## config.mk

```make
export PLATFORM = sky130hd
export DESIGN_NAME = fbdcd_top
export DESIGN_NICKNAME = d
export VERILOG_FILES = /design/src/core/fbdcd_pkg.sv /design/src/core/fbdcd_led.sv /design/src/core/fbdcd_top.sv
export VERILOG_INCLUDE_DIRS = /design/src /design/src/core
export SDC_FILE = /design/constraint.sdc
export NUM_CORES = 1
export LEC_CHECK = 0
export BUFFER_PORTS_ARGS = -buffer_cell sky130_fd_sc_hd__buf_4
export CORE_AREA = 2 2 155 157
export DETAILED_ROUTE_END_ITERATION = 6
export DIE_AREA = 0 0 157 159
export GPL_TIMING_DRIVEN = 0
export PLACE_DENSITY = 0.75
export SLEW_MARGIN = 20
export SYNTH_ARGS = -nofsm -noshare
export SYNTH_HDL_FRONTEND = slang
export SYNTH_SLANG_ARGS = --single-unit
```

## constraint.sdc

```tcl
create_clock -name ref_clk_i -period 2.1 [get_ports ref_clk_i]
set_input_delay 0.525 -clock ref_clk_i [delete_from_list [all_inputs] [get_ports ref_clk_i]]
set_output_delay 0.525 -clock ref_clk_i [all_outputs]
set_load 0.05 [all_outputs]
```

## src/core/fbdcd_defines.svh

```systemverilog
// What this block does
// - Command word acts only when source is 4
// - Bit 0 requests run, else stop
// - Bit 1 forces stop on second ramp
// - Fault reset only on bit 2 rising
// - Bit 3 coasts drive, overriding run
// - Priority: coast, then fast stop, then run
// - Stop/run bits act only if terminal select 0-3
// - Terminal select above 3: terminals own start/stop
// - Reset acts with fieldbus source, any terminal select
// - Four input words taken every exchange
// - Four output words returned every exchange
// - Words 1-2 fixed; words 3-4 pass through
// - Bit rate detected automatically, 9.6k to 12M
// - Green steady in exchange, flashing when idle
// - Acyclic parameter read/write forwarded to drive
// - Station address from drive setting
// - Word 2 is signed setpoint, tenths of hertz
// - Output word 1: fault code high while tripped, else 0; status low
`ifndef FBDCD_DEFINES_SVH
`define FBDCD_DEFINES_SVH
`define FBDCD_SRC_FIELDBUS 4'h4
`define FBDCD_TERM_MAX     8'h03
`define FBDCD_BIT_RUN      0
`define FBDCD_BIT_FSTOP    1
`define FBDCD_BIT_RESET    2
`define FBDCD_BIT_COAST    3
`define FBDCD_STAT_RUN     0
`define FBDCD_STAT_TRIP    1
`define FBDCD_WORDS        4
`define FBDCD_FLASH_NS     250000000
`define FBDCD_CLK_NS       40
`define FBDCD_FLASH_CYC    (`FBDCD_FLASH_NS / `FBDCD_CLK_NS)
`endif

```

## src/core/fbdcd_pkg.sv

```systemverilog
package fbdcd_pkg;
   typedef struct packed {
      logic        run;
      logic        fast_stop;
      logic        coast_stop;
      logic        fault_reset;
   } fbdcd_cmd_t;
   typedef struct packed {
      logic [7:0]  fault_code;
      logic        running;
      logic        tripped;
      logic [5:0]  other_flags;
   } fbdcd_stat_t;
   typedef enum logic [1:0] {
      FBDCD_LED_OFF, FBDCD_LED_GREEN, FBDCD_LED_RED
   } fbdcd_led_t;
endpackage

```

## src/core/fbdcd_led.sv

```systemverilog
`timescale 1ns/100ps
`include "fbdcd_defines.svh"
module fbdcd_led #(
   parameter int FLASH_CYC = `FBDCD_FLASH_CYC
) (
   // Clock and reset
   input  wire logic               ref_clk_i,
   input  wire logic               srst_i,
   input  wire logic               clk_en_i,
   // Conditions
   input  wire logic               exch_i,
   input  wire logic               net_ok_i,
   input  wire logic               param_err_i,
   input  wire logic               net_err_i,
   // Indicator
   output fbdcd_pkg::fbdcd_led_t   led_o
);
   import fbdcd_pkg::*;
   logic [31:0] tick_q;
   logic [2:0]  phase_q;
   fbdcd_led_t  led_q;
   fbdcd_led_t  led_d;
   wire         tick_w = (tick_q == 32'(FLASH_CYC - 1));
   // Eight phases: one flash uses phase 0, two use phases 0 and 2
   wire         red1_w = (phase_q == 3'h0);
   wire         red2_w = (phase_q == 3'h0) || (phase_q == 3'h2);
   always_comb begin
      if (net_err_i)
         led_d = red2_w ? FBDCD_LED_RED : FBDCD_LED_OFF;
      else if (param_err_i)
         led_d = red1_w ? FBDCD_LED_RED : FBDCD_LED_OFF;
      else if (exch_i)
         led_d = FBDCD_LED_GREEN;
      else if (net_ok_i)
         led_d = phase_q[0] ? FBDCD_LED_OFF : FBDCD_LED_GREEN;
      else
         led_d = FBDCD_LED_OFF;
   end
   always_ff @(posedge ref_clk_i) begin
      if (srst_i) begin
         tick_q  <= 32'h0;
         phase_q <= 3'h0;
         led_q   <= FBDCD_LED_OFF;
      end else if (clk_en_i) begin
         tick_q  <= tick_w ? 32'h0 : tick_q + 32'h1;
         if (tick_w)
            phase_q <= phase_q + 3'h1;
         led_q   <= led_d;
      end
   end
   assign led_o = led_q;
endmodule

```

## src/core/fbdcd_top.sv

```systemverilog
`timescale 1ns/100ps
`include "fbdcd_defines.svh"
module fbdcd_top #(
   parameter int W         = 16,
   parameter int FLASH_CYC = `FBDCD_FLASH_CYC
) (
   // Clock, reset, enable
   input  wire logic                  ref_clk_i,
   input  wire logic                  srst_i,
   input  wire logic                  clk_en_i,
   // Drive settings
   input  wire logic [3:0]            control_source_select_i,
   input  wire logic [7:0]            terminal_function_select_i,
   input  wire logic [7:0]            station_address_setting_i,
   // Network side, words taken on exch_strobe_i
   input  wire logic                  exch_strobe_i,
   input  wire logic [4*W-1:0]        process_input_word_i,
   input  wire logic                  net_ok_i,
   input  wire logic                  net_err_i,
   input  wire logic                  param_err_i,
   input  wire logic [3:0]            baud_sel_i,
   // Acyclic parameter service from network
   input  wire logic                  acyc_req_i,
   input  wire logic                  acyc_wr_i,
   input  wire logic [15:0]           acyc_addr_i,
   input  wire logic [15:0]           acyc_wdata_i,
   // Drive feedback
   input  wire logic                  term_run_i,
   input  wire logic                  term_stop_i,
   input  fbdcd_pkg::fbdcd_stat_t     drive_status_i,
   input  wire logic [W-1:0]          out_freq_i,
   input  wire logic [W-1:0]          out_word3_i,
   input  wire logic [W-1:0]          out_word4_i,
   input  wire logic                  acyc_ack_i,
   input  wire logic [15:0]           acyc_rdata_i,
   // Drive commands
   output fbdcd_pkg::fbdcd_cmd_t      drive_cmd_o,
   output logic signed [W-1:0]        freq_setpoint_o,
   output logic [W-1:0]               user_word3_o,
   output logic [W-1:0]               user_word4_o,
   output logic                       acyc_req_o,
   output logic                       acyc_wr_o,
   output logic [15:0]                acyc_addr_o,
   output logic [15:0]                acyc_wdata_o,
   // Network answers
   output logic [4*W-1:0]             process_output_word_o,
   output logic                       acyc_done_o,
   output logic [15:0]                acyc_rdata_o,
   output logic [7:0]                 station_addr_o,
   output logic [3:0]                 baud_o,
   output logic                       exch_o,
   output fbdcd_pkg::fbdcd_led_t      led_o
);
   import fbdcd_pkg::*;

   ////////////////////////////////////////////////////////////////////////
   // Command word decode
   logic [W-1:0]      drive_command_word_q;
   logic              reset_bit_q;
   fbdcd_cmd_t        cmd_q;
   fbdcd_cmd_t        cmd_d;
   logic signed [W-1:0] freq_q;
   logic [W-1:0]      w3_q;
   logic [W-1:0]      w4_q;
   logic [4*W-1:0]    pout_q;
   logic              exch_q;
   logic [7:0]        addr_q;
   logic [3:0]        baud_q;
   logic              areq_q;
   logic              awr_q;
   logic [15:0]       aaddr_q;
   logic [15:0]       awdata_q;
   logic              adone_q;
   logic [15:0]       ardata_q;

   wire [W-1:0] word_w [`FBDCD_WORDS];
   genvar g;
   for (g = 0; g < `FBDCD_WORDS; g++) begin : g_split
      assign word_w[g] = process_input_word_i[g*W +: W];
   end

   wire fb_src_w  = (control_source_select_i == `FBDCD_SRC_FIELDBUS);
   wire term_ok_w = (terminal_function_select_i <= `FBDCD_TERM_MAX);
   wire fb_ss_w   = fb_src_w && term_ok_w;
   // Bits above 3 are never looked at
   wire coast_w   = drive_command_word_q[`FBDCD_BIT_COAST];
   wire fstop_w   = drive_command_word_q[`FBDCD_BIT_FSTOP];
   wire runb_w    = drive_command_word_q[`FBDCD_BIT_RUN];
   wire rstb_w    = drive_command_word_q[`FBDCD_BIT_RESET];
   // Level held once per exchange: edge is between exchanges
   wire rst_edge_w = rstb_w && !reset_bit_q;

   // Terminal pins are asynchronous; a level counts once two stages agree
   logic [1:0]        term_s1_q;
   logic [1:0]        term_s2_q;
   logic [1:0]        term_s3_q;
   logic [1:0]        term_q;
   wire  [1:0]        term_agree_w = ~(term_s2_q ^ term_s3_q);
   wire  [1:0]        term_d       = (term_s2_q & term_agree_w) |
                                     (term_q & ~term_agree_w);

   always_ff @(posedge ref_clk_i) begin
      if (srst_i) begin
         term_s1_q <= 2'h0;
         term_s2_q <= 2'h0;
         term_s3_q <= 2'h0;
         term_q    <= 2'h0;
      end else if (clk_en_i) begin
         term_s1_q <= {term_stop_i, term_run_i};
         term_s2_q <= term_s1_q;
         term_s3_q <= term_s2_q;
         term_q    <= term_d;
      end
   end

   always_comb begin
      cmd_d = '0;
      if (fb_ss_w) begin
         if (coast_w)
            cmd_d.coast_stop = 1'b1;
         else if (fstop_w)
            cmd_d.fast_stop = 1'b1;
         else
            cmd_d.run = runb_w;
      end else if (!term_ok_w) begin
         // Terminals own start/stop in this mode
         cmd_d.run = term_q[0] && !term_q[1];
      end
      cmd_d.fault_reset = fb_src_w && rst_edge_w;
   end

   ////////////////////////////////////////////////////////////////////////
   // Registers
   wire [W-1:0] stat_w = {drive_status_i.tripped ?
                          drive_status_i.fault_code : 8'h00,
                          drive_status_i.other_flags,
                          drive_status_i.tripped,
                          drive_status_i.running};

   always_ff @(posedge ref_clk_i) begin
      if (srst_i) begin
         drive_command_word_q <= 16'h0000;
         freq_q   <= 16'h0000;
         w3_q     <= 16'h0000;
         w4_q     <= 16'h0000;
         pout_q   <= '0;
         exch_q   <= 1'b0;
      end else if (clk_en_i) begin
         exch_q <= exch_strobe_i;
         if (exch_strobe_i) begin
            drive_command_word_q <= word_w[0];
            freq_q <= word_w[1];
            w3_q   <= word_w[2];
            w4_q   <= word_w[3];
            pout_q <= {out_word4_i, out_word3_i,
                       out_freq_i, stat_w};
         end
      end
   end

   always_ff @(posedge ref_clk_i) begin
      if (srst_i) begin
         reset_bit_q <= 1'b0;
         cmd_q       <= '0;
      end else if (clk_en_i) begin
         reset_bit_q <= rstb_w;
         cmd_q       <= cmd_d;
      end
   end

   // Station address follows the drive side, detected rate follows baud_sel_i from the network side
   always_ff @(posedge ref_clk_i) begin
      if (srst_i) begin
         addr_q <= 8'h00;
         baud_q <= 4'h0;
      end else if (clk_en_i) begin
         addr_q <= station_address_setting_i;
         baud_q <= baud_sel_i;
      end
   end

   ////////////////////////////////////////////////////////////////////////
   // Acyclic parameter access, one request outstanding
   always_ff @(posedge ref_clk_i) begin
      if (srst_i) begin
         areq_q   <= 1'b0;
         awr_q    <= 1'b0;
         aaddr_q  <= 16'h0000;
         awdata_q <= 16'h0000;
         adone_q  <= 1'b0;
         ardata_q <= 16'h0000;
      end else if (clk_en_i) begin
         adone_q <= 1'b0;
         if (!areq_q && acyc_req_i) begin
            areq_q   <= 1'b1;
            awr_q    <= acyc_wr_i;
            aaddr_q  <= acyc_addr_i;
            awdata_q <= acyc_wdata_i;
         end else if (areq_q && acyc_ack_i) begin
            areq_q   <= 1'b0;
            adone_q  <= 1'b1;
            ardata_q <= acyc_rdata_i;
         end
      end
   end

   ////////////////////////////////////////////////////////////////////////
   // Indicator
   fbdcd_led #(
      .FLASH_CYC   (FLASH_CYC)
   ) u_led (
      .ref_clk_i   (ref_clk_i),
      .srst_i      (srst_i),
      .clk_en_i    (clk_en_i),
      .exch_i      (exch_q),
      .net_ok_i    (net_ok_i),
      .param_err_i (param_err_i),
      .net_err_i   (net_err_i),
      .led_o       (led_o)
   );

   assign drive_cmd_o           = cmd_q;
   assign freq_setpoint_o       = freq_q;
   assign user_word3_o          = w3_q;
   assign user_word4_o          = w4_q;
   assign process_output_word_o = pout_q;
   assign exch_o                = exch_q;
   assign station_addr_o        = addr_q;
   assign baud_o                = baud_q;
   assign acyc_req_o            = areq_q;
   assign acyc_wr_o             = awr_q;
   assign acyc_addr_o           = aaddr_q;
   assign acyc_wdata_o          = awdata_q;
   assign acyc_done_o           = adone_q;
   assign acyc_rdata_o          = ardata_q;
endmodule

```

==> flow_summary.toml, run 1 <==
[synthesis]
yosysMostFrequentCell = "nand2_1"
synthTopCellsByArea = "dfxtp_1 (54%), nand2_1 (15%), a21oi_1 (11%), clkbuf_1 (2.7%), mux2i_1 (2.4%)"
synth-seq-cells = 230
syn_area_um2 = 8510
syn_inst = 1051
synthFlopType = "dfxtp_1"
synth_area_per_cell_um2 = 8.10
syn-num-nets = 1266
seq_area_frac_synth_pct = 54.1
ys_types = 42
synth_edf_count = 0
yosys-top-cells-count = "nand2_1 (348), dfxtp_1 (230), a21oi_1 (194)"
async_flop_share_pct = 0
synth_top_area_share_pct = 54.1
yosysWarnings = 0
synth_area_leader_cell = "dfxtp_1"

[critical_path]
r2r_cells = 5
crit_chain = "nand3_1 -> or4_4 -> buf_6 -> or4_1 -> a21oi_1"
reg2reg_to = "u_led.tick_q[25]"
crit_fanout = 10
path_delay_family = "simple AND/OR/NAND/NOR gates"
arrival_ps = 2470
cp_slowest_cell = "or4_4"
cp-start-kind = "flop"
r2r_slack_ps = 60
end_kind = "flop"
critPathRequiredTime_ps = 2530
r2r_start = "u_led.tick_q[3]"
path_buf_inv = 1
path_class = "flop to flop"
slowest_delay_ps = 520

[routing]
drt_iter0_drc = 475
routed-via-count = 8867
wl_per_cell_um = 16.3
route.detailed.drc = 0
final_antenna_net_count = 0
avgViaCountPerCell = 4.95
dr.pass1.iters = 4
wl_um = 29300

[power_and_ir_drop]
p_leak_nw = 5.30
vdd_ir_drop_max_mv = 0.552
power_density_nw_per_um2 = 825
power_mw = 10.4

[layout]
fill_cells = 2185
layout-drive-gt1-share_pct = 30.3
num-nets-final = 1672
syn_to_final_growth_pct = 48.3
stdcell_count = 1793

[clock_tree]
clk_latency_ps = 510
hold_buffers = 0
clkSinkCount = 230
h-tree-depth = 1
clk_pin_slew_worst_paths_ps = 60
cts_inserted_buffers = 25
clockBufferDepth = 3
cts_tree = "built"
cts_root_buf = "clkbuf_16"

[sta]
fmax_ghz = 0.490
min_period_ps = 2040
finalSetupViolCount = 0
fin_hold_ws_ps = 256
slew_violations = 0
finalHoldViolCount = 0
worst_pin_slew_ps = 839
clock_skew_ps = 7.94
period_share_pct = 97.1
slew_headroom_pct = 43.3

[grt]
grt_max_degree = 14
grt_pass1_vias = 8304
groute.usage.overall_pct = 22.0
grt_pass1_wl_um = 43900
grt_overflow = 0
antenna_found_initial = 2

[floorplanning]
dieHeight_um = 159
dieArea_um2 = 25000
start_util_pct = 36.7
ioPinCount = 394
core_area_um2 = 23200
rows = 56
die_x_um = 157

[status]
status = "complete, no violations"

[placed_design]
gp_congestion = 0.859
dpl.cell_count = 1748
place_hpwl_um = 22100
port_buffers = 378

[hold_path]
whs_endpoint = "term_s1_q[0]"
hold_depth = 3
hold_path_class = "input port to flop"
holdCritStartpoint = "term_run_i"

[flow_run]
maxCapViolCount = 0
metrics by stage:
stage	TNS (ps)	worst slack [ps]	area [µm²]	util [%]
6_report	0	60.8	12600	54.4
5_1_grt	-63.6	-14.2	12600	54.4
4_1_cts	0	4.34	12600	54.2
3_5_place_dp	-72860	-640	11700	50.6
3_3_place_gp	-66550	-592	11700	50.6
2_1_floorplan	0	76.9	8510	-
metal layers:
layer | track usage (%) | share of wire, % | vias to the layer above
met1 | 25.2 | 39 | 4102
met4 | 10.4 | 4.8 | 0
met3 | 5.42 | 7.9 | 84
met5 | 0 | 0 | -
met2 | 38.3 | 49 | 346
li1 | - | - | 4335
what timing repair did:
| action | 4_1_cts | 5_1_grt |
|---|---|---|
| cloned | 0 | 0 |
| setup buffers | 1 | 2 |
| setup endpoints to repair | 73 | 41 |
| gates resized for setup | 9 | 15 |
| pin swaps | 0 | 1 |
kinds of logic (layout without fill, tap and decap cells):
group                      count (synthesis)  after routing  share of synthesized area [%]
AOI/OAI and AO/OA                        221            221                           13.5
xor gates and xnor gates                  14             14                           1.44
adders and majority gates                  3              3                          0.441
buffers and inverters                     80            501                           3.65
DFF                                      230            230                           54.1
muxes                                     21             21                           2.48
other                                      0              2                              0
and+or+nand+nor                          482            482                           24.4
flip-flops by register name (all words and copies together) (netlist names), 8 cells and up, named ones only:
register / flops
acyc_addr_o: 16
acyc_rdata_o: 16
acyc_wdata_o: 16
freq_setpoint_o: 16
process_output_word_o: 64
station_addr_o: 8
u_led.tick_q: 32
user_word3_o: 16
user_word4_o: 16
cells in the final DEF, fill, tap and decap left out, types with 2 or more instances in the layout:
| master | netlist | layout |
|---|---|---|
| nand2_1 | 348 | 348 |
| diode_2 | 0 | 2 |
| o21ai_0 | 11 | 11 |
| and4_1 | 7 | 6 |
| xnor2_1 | 12 | 12 |
| clkbuf_2 | 1 | 5 |
| or3_1 | 9 | 9 |
| a21oi_1 | 194 | 194 |
| dfxtp_1 | 230 | 224 |
| and3_1 | 2 | 2 |
| clkbuf_16 | 0 | 25 |
| inv_1 | 8 | 8 |
| o31ai_2 | 0 | 2 |
| nand3_1 | 16 | 16 |
| or4_1 | 10 | 10 |
| mux2i_1 | 20 | 20 |
| clkbuf_8 | 0 | 7 |
| nor3_1 | 10 | 10 |
| nor2b_1 | 3 | 3 |
| o31ai_1 | 10 | 8 |
| nand4_1 | 13 | 13 |
| clkinv_2 | 0 | 4 |
| ha_1 | 3 | 3 |
| nor4_1 | 11 | 10 |
| dfxtp_2 | 0 | 6 |
| nor2_1 | 42 | 42 |
| nor4b_2 | 0 | 2 |
| clkbuf_1 | 62 | 57 |
| buf_4 | 0 | 382 |
| xor2_1 | 2 | 2 |
| buf_1 | 6 | 6 |
| clkinv_4 | 0 | 2 |
layout make-up:
cell class / count / area [µm²] / area share [%]
antenna: 2 / 5.00 / 0.0397
buffer: 69 / 282 / 2.23
clock buffer: 35 / 733 / 5.81
clock inverter: 7 / 67.6 / 0.535
inverter: 9 / 33.8 / 0.268
multi-input combinational: 741 / 3630 / 28.7
sequential: 230 / 4610 / 36.5
tap: 319 / 399 / 3.16
timing repair buffer: 381 / 2860 / 22.7
power breakdown:
group | internal [mW] | switching [mW]
logic | 0.557 | 0.986
clock network | 2.54 | 1.71
registers | 4.53 | 0.0907
total | 7.62 | 2.79
how the worst max path moves through the flow:
stage / startpoint / end / slack, ps / depth (start not counted)
3_3_place_gp: clk_en_i / process_output_word_o[17] / -590 / 7
2_1_floorplan: u_led.tick_q[0] / u_led.tick_q[10] / 80 / 8
3_5_place_dp: clk_en_i / process_output_word_o[18] / -640 / 7
5_1_grt: u_led.tick_q[3] / u_led.tick_q[30] / -10 / 5
6_report: u_led.tick_q[3] / u_led.tick_q[25] / 60 / 5
4_1_cts: u_led.tick_q[5] / u_led.tick_q[30] / 4 / 6
worst min-delay path, delay by kind of cell:
| family | cells | cell delay (ps) |
|---|---|---|
| multiplexers | 1 | 50 |
| buffers and inverters | 1 | 70 |
| AND/OR/NAND/NOR | 1 | 70 |
Power figures use the tool's default switching activity.
==> run 2, diff against run 1 <==
Settings changed: ABC_AREA set to 1, CORE_AREA 2 2 155 157 to 2 2 154 156, CTS_CLUSTER_SIZE set to 24, DIE_AREA 0 0 157 159 to 0 0 156 158.
Clock period 2.1 ns to 2.44 ns, I/O delays scaled along.
==> flow_summary.toml, run 2 <==
[flow_run]
maxCapViolCount = 0

[grt]
grt_pass1_wl_um = 48300
grt_overflow = 0
grt_max_degree = 14
grt_pass1_vias = 8860
groute.usage.overall_pct = 25.4
antenna_found_initial = 1

[sta]
slew_headroom_pct = 49.7
fmax_ghz = 0.529
rsz0062_at_grt = "no"
period_share_pct = 77.4
fin_hold_ws_ps = 289
finalSetupViolCount = 0
clock_skew_ps = 18.3
worst_pin_slew_ps = 754
slew_violations = 0
fin_ws_ps = 551
finalSetupTns_ps = 0
min_period_ps = 1890
finalHoldViolCount = 0

[critical_path]
arrival_ps = 1280
path_buf_inv = 1
critPathRequiredTime_ps = 1830
path_class = "flop to output port"
crit_fanout = 2
crit_chain = "buf_4"
end_kind = "output port"
cp-start-kind = "flop"
cp_slowest_cell = "dfxtp_1"
path_delay_family = "flip-flops"
slowest_delay_ps = 480

[layout]
final_common_cell = "buf_4"
layout-drive-gt1-share_pct = 30.0
syn_to_final_growth_pct = 45.4
finalInstanceArea_um2 = 13100
num-nets-final = 1828
largest_reg_flops = 64
fill_cells = 2167
final_cell_mix = "buf_4 (380), nor2_1 (378), dfxtp_1 (230)"

[synthesis]
synthTopCellsByArea = "dfxtp_1 (51%), nor2_1 (16%), o21ai_0 (9.5%), nand2_1 (5.6%), a21oi_1 (3.1%)"
synth_edf_count = 0
synth_area_leader_cell = "dfxtp_1"
syn_area_um2 = 8980
synthAdderAreaFrac_pct = 0.418
synth-seq-cells = 230
synth_top_family_by_area = "simple AND/OR/NAND/NOR gates"
yosysWarnings = 0
yosys-top-cells-count = "nor2_1 (378), dfxtp_1 (230), o21ai_0 (170)"
ys_types = 36
synth_compound_area_share_pct = 13.0
yosysMostFrequentCell = "nor2_1"
seq_area_frac_synth_pct = 51.3
async_flop_share_pct = 0
syn_inst = 1207
synth_mux_area_share_pct = 0
synth_top_area_share_pct = 51.3
synthFlopType = "dfxtp_1"
synth_area_per_cell_um2 = 7.44
synthXorXnorAreaFrac_pct = 0.585
synth-simple-area-share_pct = 29.0
syn-num-nets = 1422

[power_and_ir_drop]
p_leak_nw = 5.89
internal-power_mw = 6.95
vdd_ir_drop_max_mv = 0.534
pwr-share-comb_pct = 17.3
swShare_pct = 28.8
clock_power_share_pct = 41.0
p_switching_mw = 2.82
p_seq_share_pct = 41.6
power_density_nw_per_um2 = 747

[routing]
wl_per_cell_um = 16.9
wl_um = 32400
final_antenna_net_count = 0
route.detailed.drc = 0
dr.pass1.iters = 5
routed-via-count = 9334
drt_iter0_drc = 732
avgViaCountPerCell = 4.86

[clock_tree]
h-tree-depth = 1
cts_root_buf = "clkbuf_16"
hold_buffers = 0
cts_tree = "built"
clockBufferDepth = 3
cts_inserted_buffers = 26
clkSinkCount = 230
ctsResizeCount = 0
cts_setup_buffers = 0
clk_latency_ps = 540
clk_pin_slew_worst_paths_ps = 60

[floorplanning]
dieHeight_um = 158
core_area_um2 = 23100
die_x_um = 156
ioPinCount = 394
start_util_pct = 38.9
rows = 56
dieArea_um2 = 24600

[placed_design]
dpl_worst_slack_ps = 137
gp_congestion = 0.939
port_buffers = 378
placed_area_um2 = 12200
place_hpwl_um = 25300

[status]
status = "complete, no violations"

[hold_path]
hold_path_class = "input port to flop"
run 2: cell count changes after synthesis, sizes merged, moves of 10 or more:
cell / before / now
nand3: 16 / 45
mux2i: 20 / 0
nor4: 11 / 0
o31ai: 10 / 0
or4: 11 / 0
nand2: 348 / 141
o21ai: 11 / 170
inv: 8 / 58
clkbuf: 63 / 38
a21oi: 194 / 56
nor2: 42 / 398
buf: 8 / 27
run 2: area by class of cell:
class                      instances  area [µm²]  area share [%]
antenna                            1        2.50          0.0192
buffer                            65         289            2.21
clock buffer                      34         731            5.60
clock inverter                    12         146            1.12
inverter                          60         225            1.72
multi-input combinational        852        3860            29.6
sequential                       230        4600            35.3
tap                              290         363            2.78
timing repair buffer             378        2840            21.7
run 2: layer usage:
metal,track usage (%),share of wire (%)
met1,31.9,42
met2,42.1,46
met4,8.34,2.9
met3,7.17,8.7
met5,0,0
run 2: per-stage QoR:
stage | utilization (%) | power (mW) | instances
floorplan | - | 5.12 | 1207
global placement | 52.8 | 5.81 | 1875
detailed placement | 52.8 | 5.83 | 1875
CTS | 56.6 | 9.80 | 1921
global route | 56.6 | 10.1 | 1921
finish | 56.6 | 9.76 | 1922
run 2: power groups by stage:
stage / Clock (mW) / Combinational [mW] / Sequential, mW
after floorplan: 0 / 0.370 / 4.75
after global placement: 0 / 1.68 / 4.14
after detailed placement: 0 / 1.69 / 4.14
after CTS: 4.04 / 1.70 / 4.06
after global routing: 4.22 / 1.80 / 4.09
final: 4.01 / 1.69 / 4.06
run 2: kinds of logic after synthesis:
family	after synthesis
fa+ha+maj	3
flops	230
simple gates	612
xor+xnor	6
buf+inv	125
compound gates	231
run 2: worst paths after layout:
path | slack, ps | startpoint | endpoint | cells past startpoint
setup / recovery | 550 | user_word4_o[9] | user_word4_o[9] | 1
hold / removal | 290 | acyc_wdata_i[2] | acyc_wdata_o[2] | 3
hold reg to reg | 460 | reset_bit_q | reset_bit_q | 2
setup reg to reg | 740 | u_led.tick_q[0] | u_led.tick_q[25] | 9
run 2: tightest hold or removal path, cell delays in order:
cell and delay (ps):
buf_4 80, nor2_1 30, nor2_1 80
==> run 3, diff against run 2 <==
Settings changed: CORE_AREA 2 2 154 156 to 2 2 152 154, DIE_AREA 0 0 156 158 to 0 0 154 156, PLACE_DENSITY 0.75 to 0.79.
Clock period 2.44 ns to 1.5 ns, I/O delays scaled along.
==> flow_summary.toml, run 3 (same netlist as run 2, synthesis figures left out) <==
[status]
status = "complete, no violations"

[layout]
final_cell_mix = "buf_4 (376), nor2_1 (372), dfxtp_1 (205)"
multiInputGateArea_um2 = 4020
largest_reg_flops = 64
num-nets-final = 1843
syn_to_final_growth_pct = 49.3
seqCellArea_um2 = 4650
final_common_cell = "buf_4"
fill_cells = 2046
layout-drive-gt1-share_pct = 33.5

[routing]
wl_um = 33300
avgViaCountPerCell = 4.98
wl_per_cell_um = 17.2
drt_iter0_drc = 595
routed-via-count = 9615
route.detailed.drc = 0
dr.pass1.iters = 5
final_antenna_net_count = 0

[clock_tree]
clk_pin_slew_worst_paths_ps = 60
cts_inserted_buffers = 26
cts_root_buf = "clkbuf_16"
clk_latency_ps = 520
clkSinkCount = 230
cts_tree = "built"
h-tree-depth = 1
clockBufferDepth = 3

[placed_design]
port_buffers = 378
gp_congestion = 0.899
place_hpwl_um = 25400

[critical_path]
crit_fanout = 6
end_kind = "flop"
cp_slowest_cell = "dfxtp_4"
critPathRequiredTime_ps = 1910
cp-start-kind = "flop"
arrival_ps = 1900
slowest_delay_ps = 360
crit_chain = "ha_4 -> nand2_4 -> nor2_4 -> inv_2 -> nor2_4 -> nand3_4 -> nand2_4 -> buf_8 -> nor3_2"
r2r_cells = 9
path_class = "flop to flop"

[floorplanning]
start_util_pct = 40.1
die_x_um = 154
dieArea_um2 = 24000
dieHeight_um = 156
core_area_um2 = 22400
ioPinCount = 394
rows = 55

[grt]
grt.busiest_layer = "met2"
grt_pass1_vias = 9115
use_met3_pct = 6.97
antenna_found_initial = 1
grtUsageMet1_pct = 31.9
grt_max_degree = 13
groute.usage.overall_pct = 26.3
met2_usage_pct = 45.4
grt_pass1_wl_um = 49400
grt_overflow = 0

[sta]
slew_headroom_pct = 47.7
fmax_ghz = 0.671
clock_skew_ps = 5.93
finalSetupViolCount = 0
rsz0062_at_grt = "yes"
finalSetupTns_ps = 0
fin_hold_ws_ps = 69.8
period_share_pct = 99.4
slew_violations = 0
finalHoldViolCount = 0
worst_pin_slew_ps = 784
min_period_ps = 1490

[power_and_ir_drop]
swShare_pct = 29.0
power_density_nw_per_um2 = 1160
clock_power_share_pct = 39.3
internal-power_mw = 11.0
pwr-share-comb_pct = 18.1
vdd_ir_drop_max_mv = 1.09
p_switching_mw = 4.50
p_seq_share_pct = 42.6
p_leak_nw = 6.03

[hold_path]
hold_path_class = "input port to flop"
hold_depth = 3

[flow_run]
maxCapViolCount = 0
[run 3: cell count changes in the layout (fill, tap and decap cells not counted), moves of 8 or more]
cell / change
buf_6: +16
clkbuf_1: +8
dfxtp_1: -25
dfxtp_2: +18
nand2_1: -8
nor2_4: +9
[run 3: layout make-up]
cell class                      count  share of cell area [%]
Timing Repair Buffer              394                    22.7
Sequential cell                   230                    34.7
Buffer                             64                    2.16
Multi-Input combinational cell    852                    30.0
Inverter                           60                    1.68
Clock buffer                       43                    5.71
Antenna cell                        1                  0.0187
Tap cell                          285                    2.66
Clock inverter                      3                   0.345
[run 3: critical path, delay by kind of cell, from the launching register on]
kind / cells / cell delay [ps]
simple gates: 6 / 630
flops: 1 / 360
buf+inv: 2 / 200
fa+ha+maj: 1 / 170
[run 3: worst paths after layout]
kind | startpoint | to | slack [ps]
max | u_led.tick_q[0] | u_led.tick_q[18] | 10
min | acyc_wdata_i[1] | acyc_wdata_o[1] | 70
max reg2reg | u_led.tick_q[0] | u_led.tick_q[18] | 10
min reg2reg | reset_bit_q | reset_bit_q | 460
[run 3: timing repair]
item,4_1_cts,5_1_grt
cloned,1,0
buffers inserted,11,6
gates resized for setup,45,54
hold buffers,0,0
pin swaps,11,19
setup endpoints to repair,50,40
[run 3: power by group through the flow]
| stage | clock, mW | sequential (mW) | combinational (mW) |
|---|---|---|---|
| 2_1_floorplan | 0 | 7.73 | 0.602 |
| 3_3_place_gp | 0 | 6.73 | 2.73 |
| 3_5_place_dp | 0 | 6.74 | 2.76 |
| 4_1_cts | 6.18 | 6.61 | 2.81 |
| 5_1_grt | 6.45 | 6.65 | 2.98 |
| 6_report | 6.11 | 6.61 | 2.82 |
[run 3: layer usage]
layer / part of all wire, % / vias to the layer above
li1: - / 4716
met1: 40 / 4456
met2: 49 / 374
met3: 8.6 / 69
met4: 3.1 / 0
met5: 0 / -
[run 3: metrics by stage]
stage / utilization [%] / cell area [µm²] / instances / total power [mW] / setup WS, ps
final: 59.9 / 13400 / 1932 / 15.5 / 9.60
after global routing: 59.9 / 13400 / 1932 / 16.1 / -78.2
after CTS: 59.1 / 13200 / 1927 / 15.6 / -30.7
after detailed placement: 54.4 / 12200 / 1870 / 9.49 / -646
after global placement: 54.4 / 12200 / 1870 / 9.45 / -608
after floorplan: - / 8980 / 1207 / 8.33 / 66.4
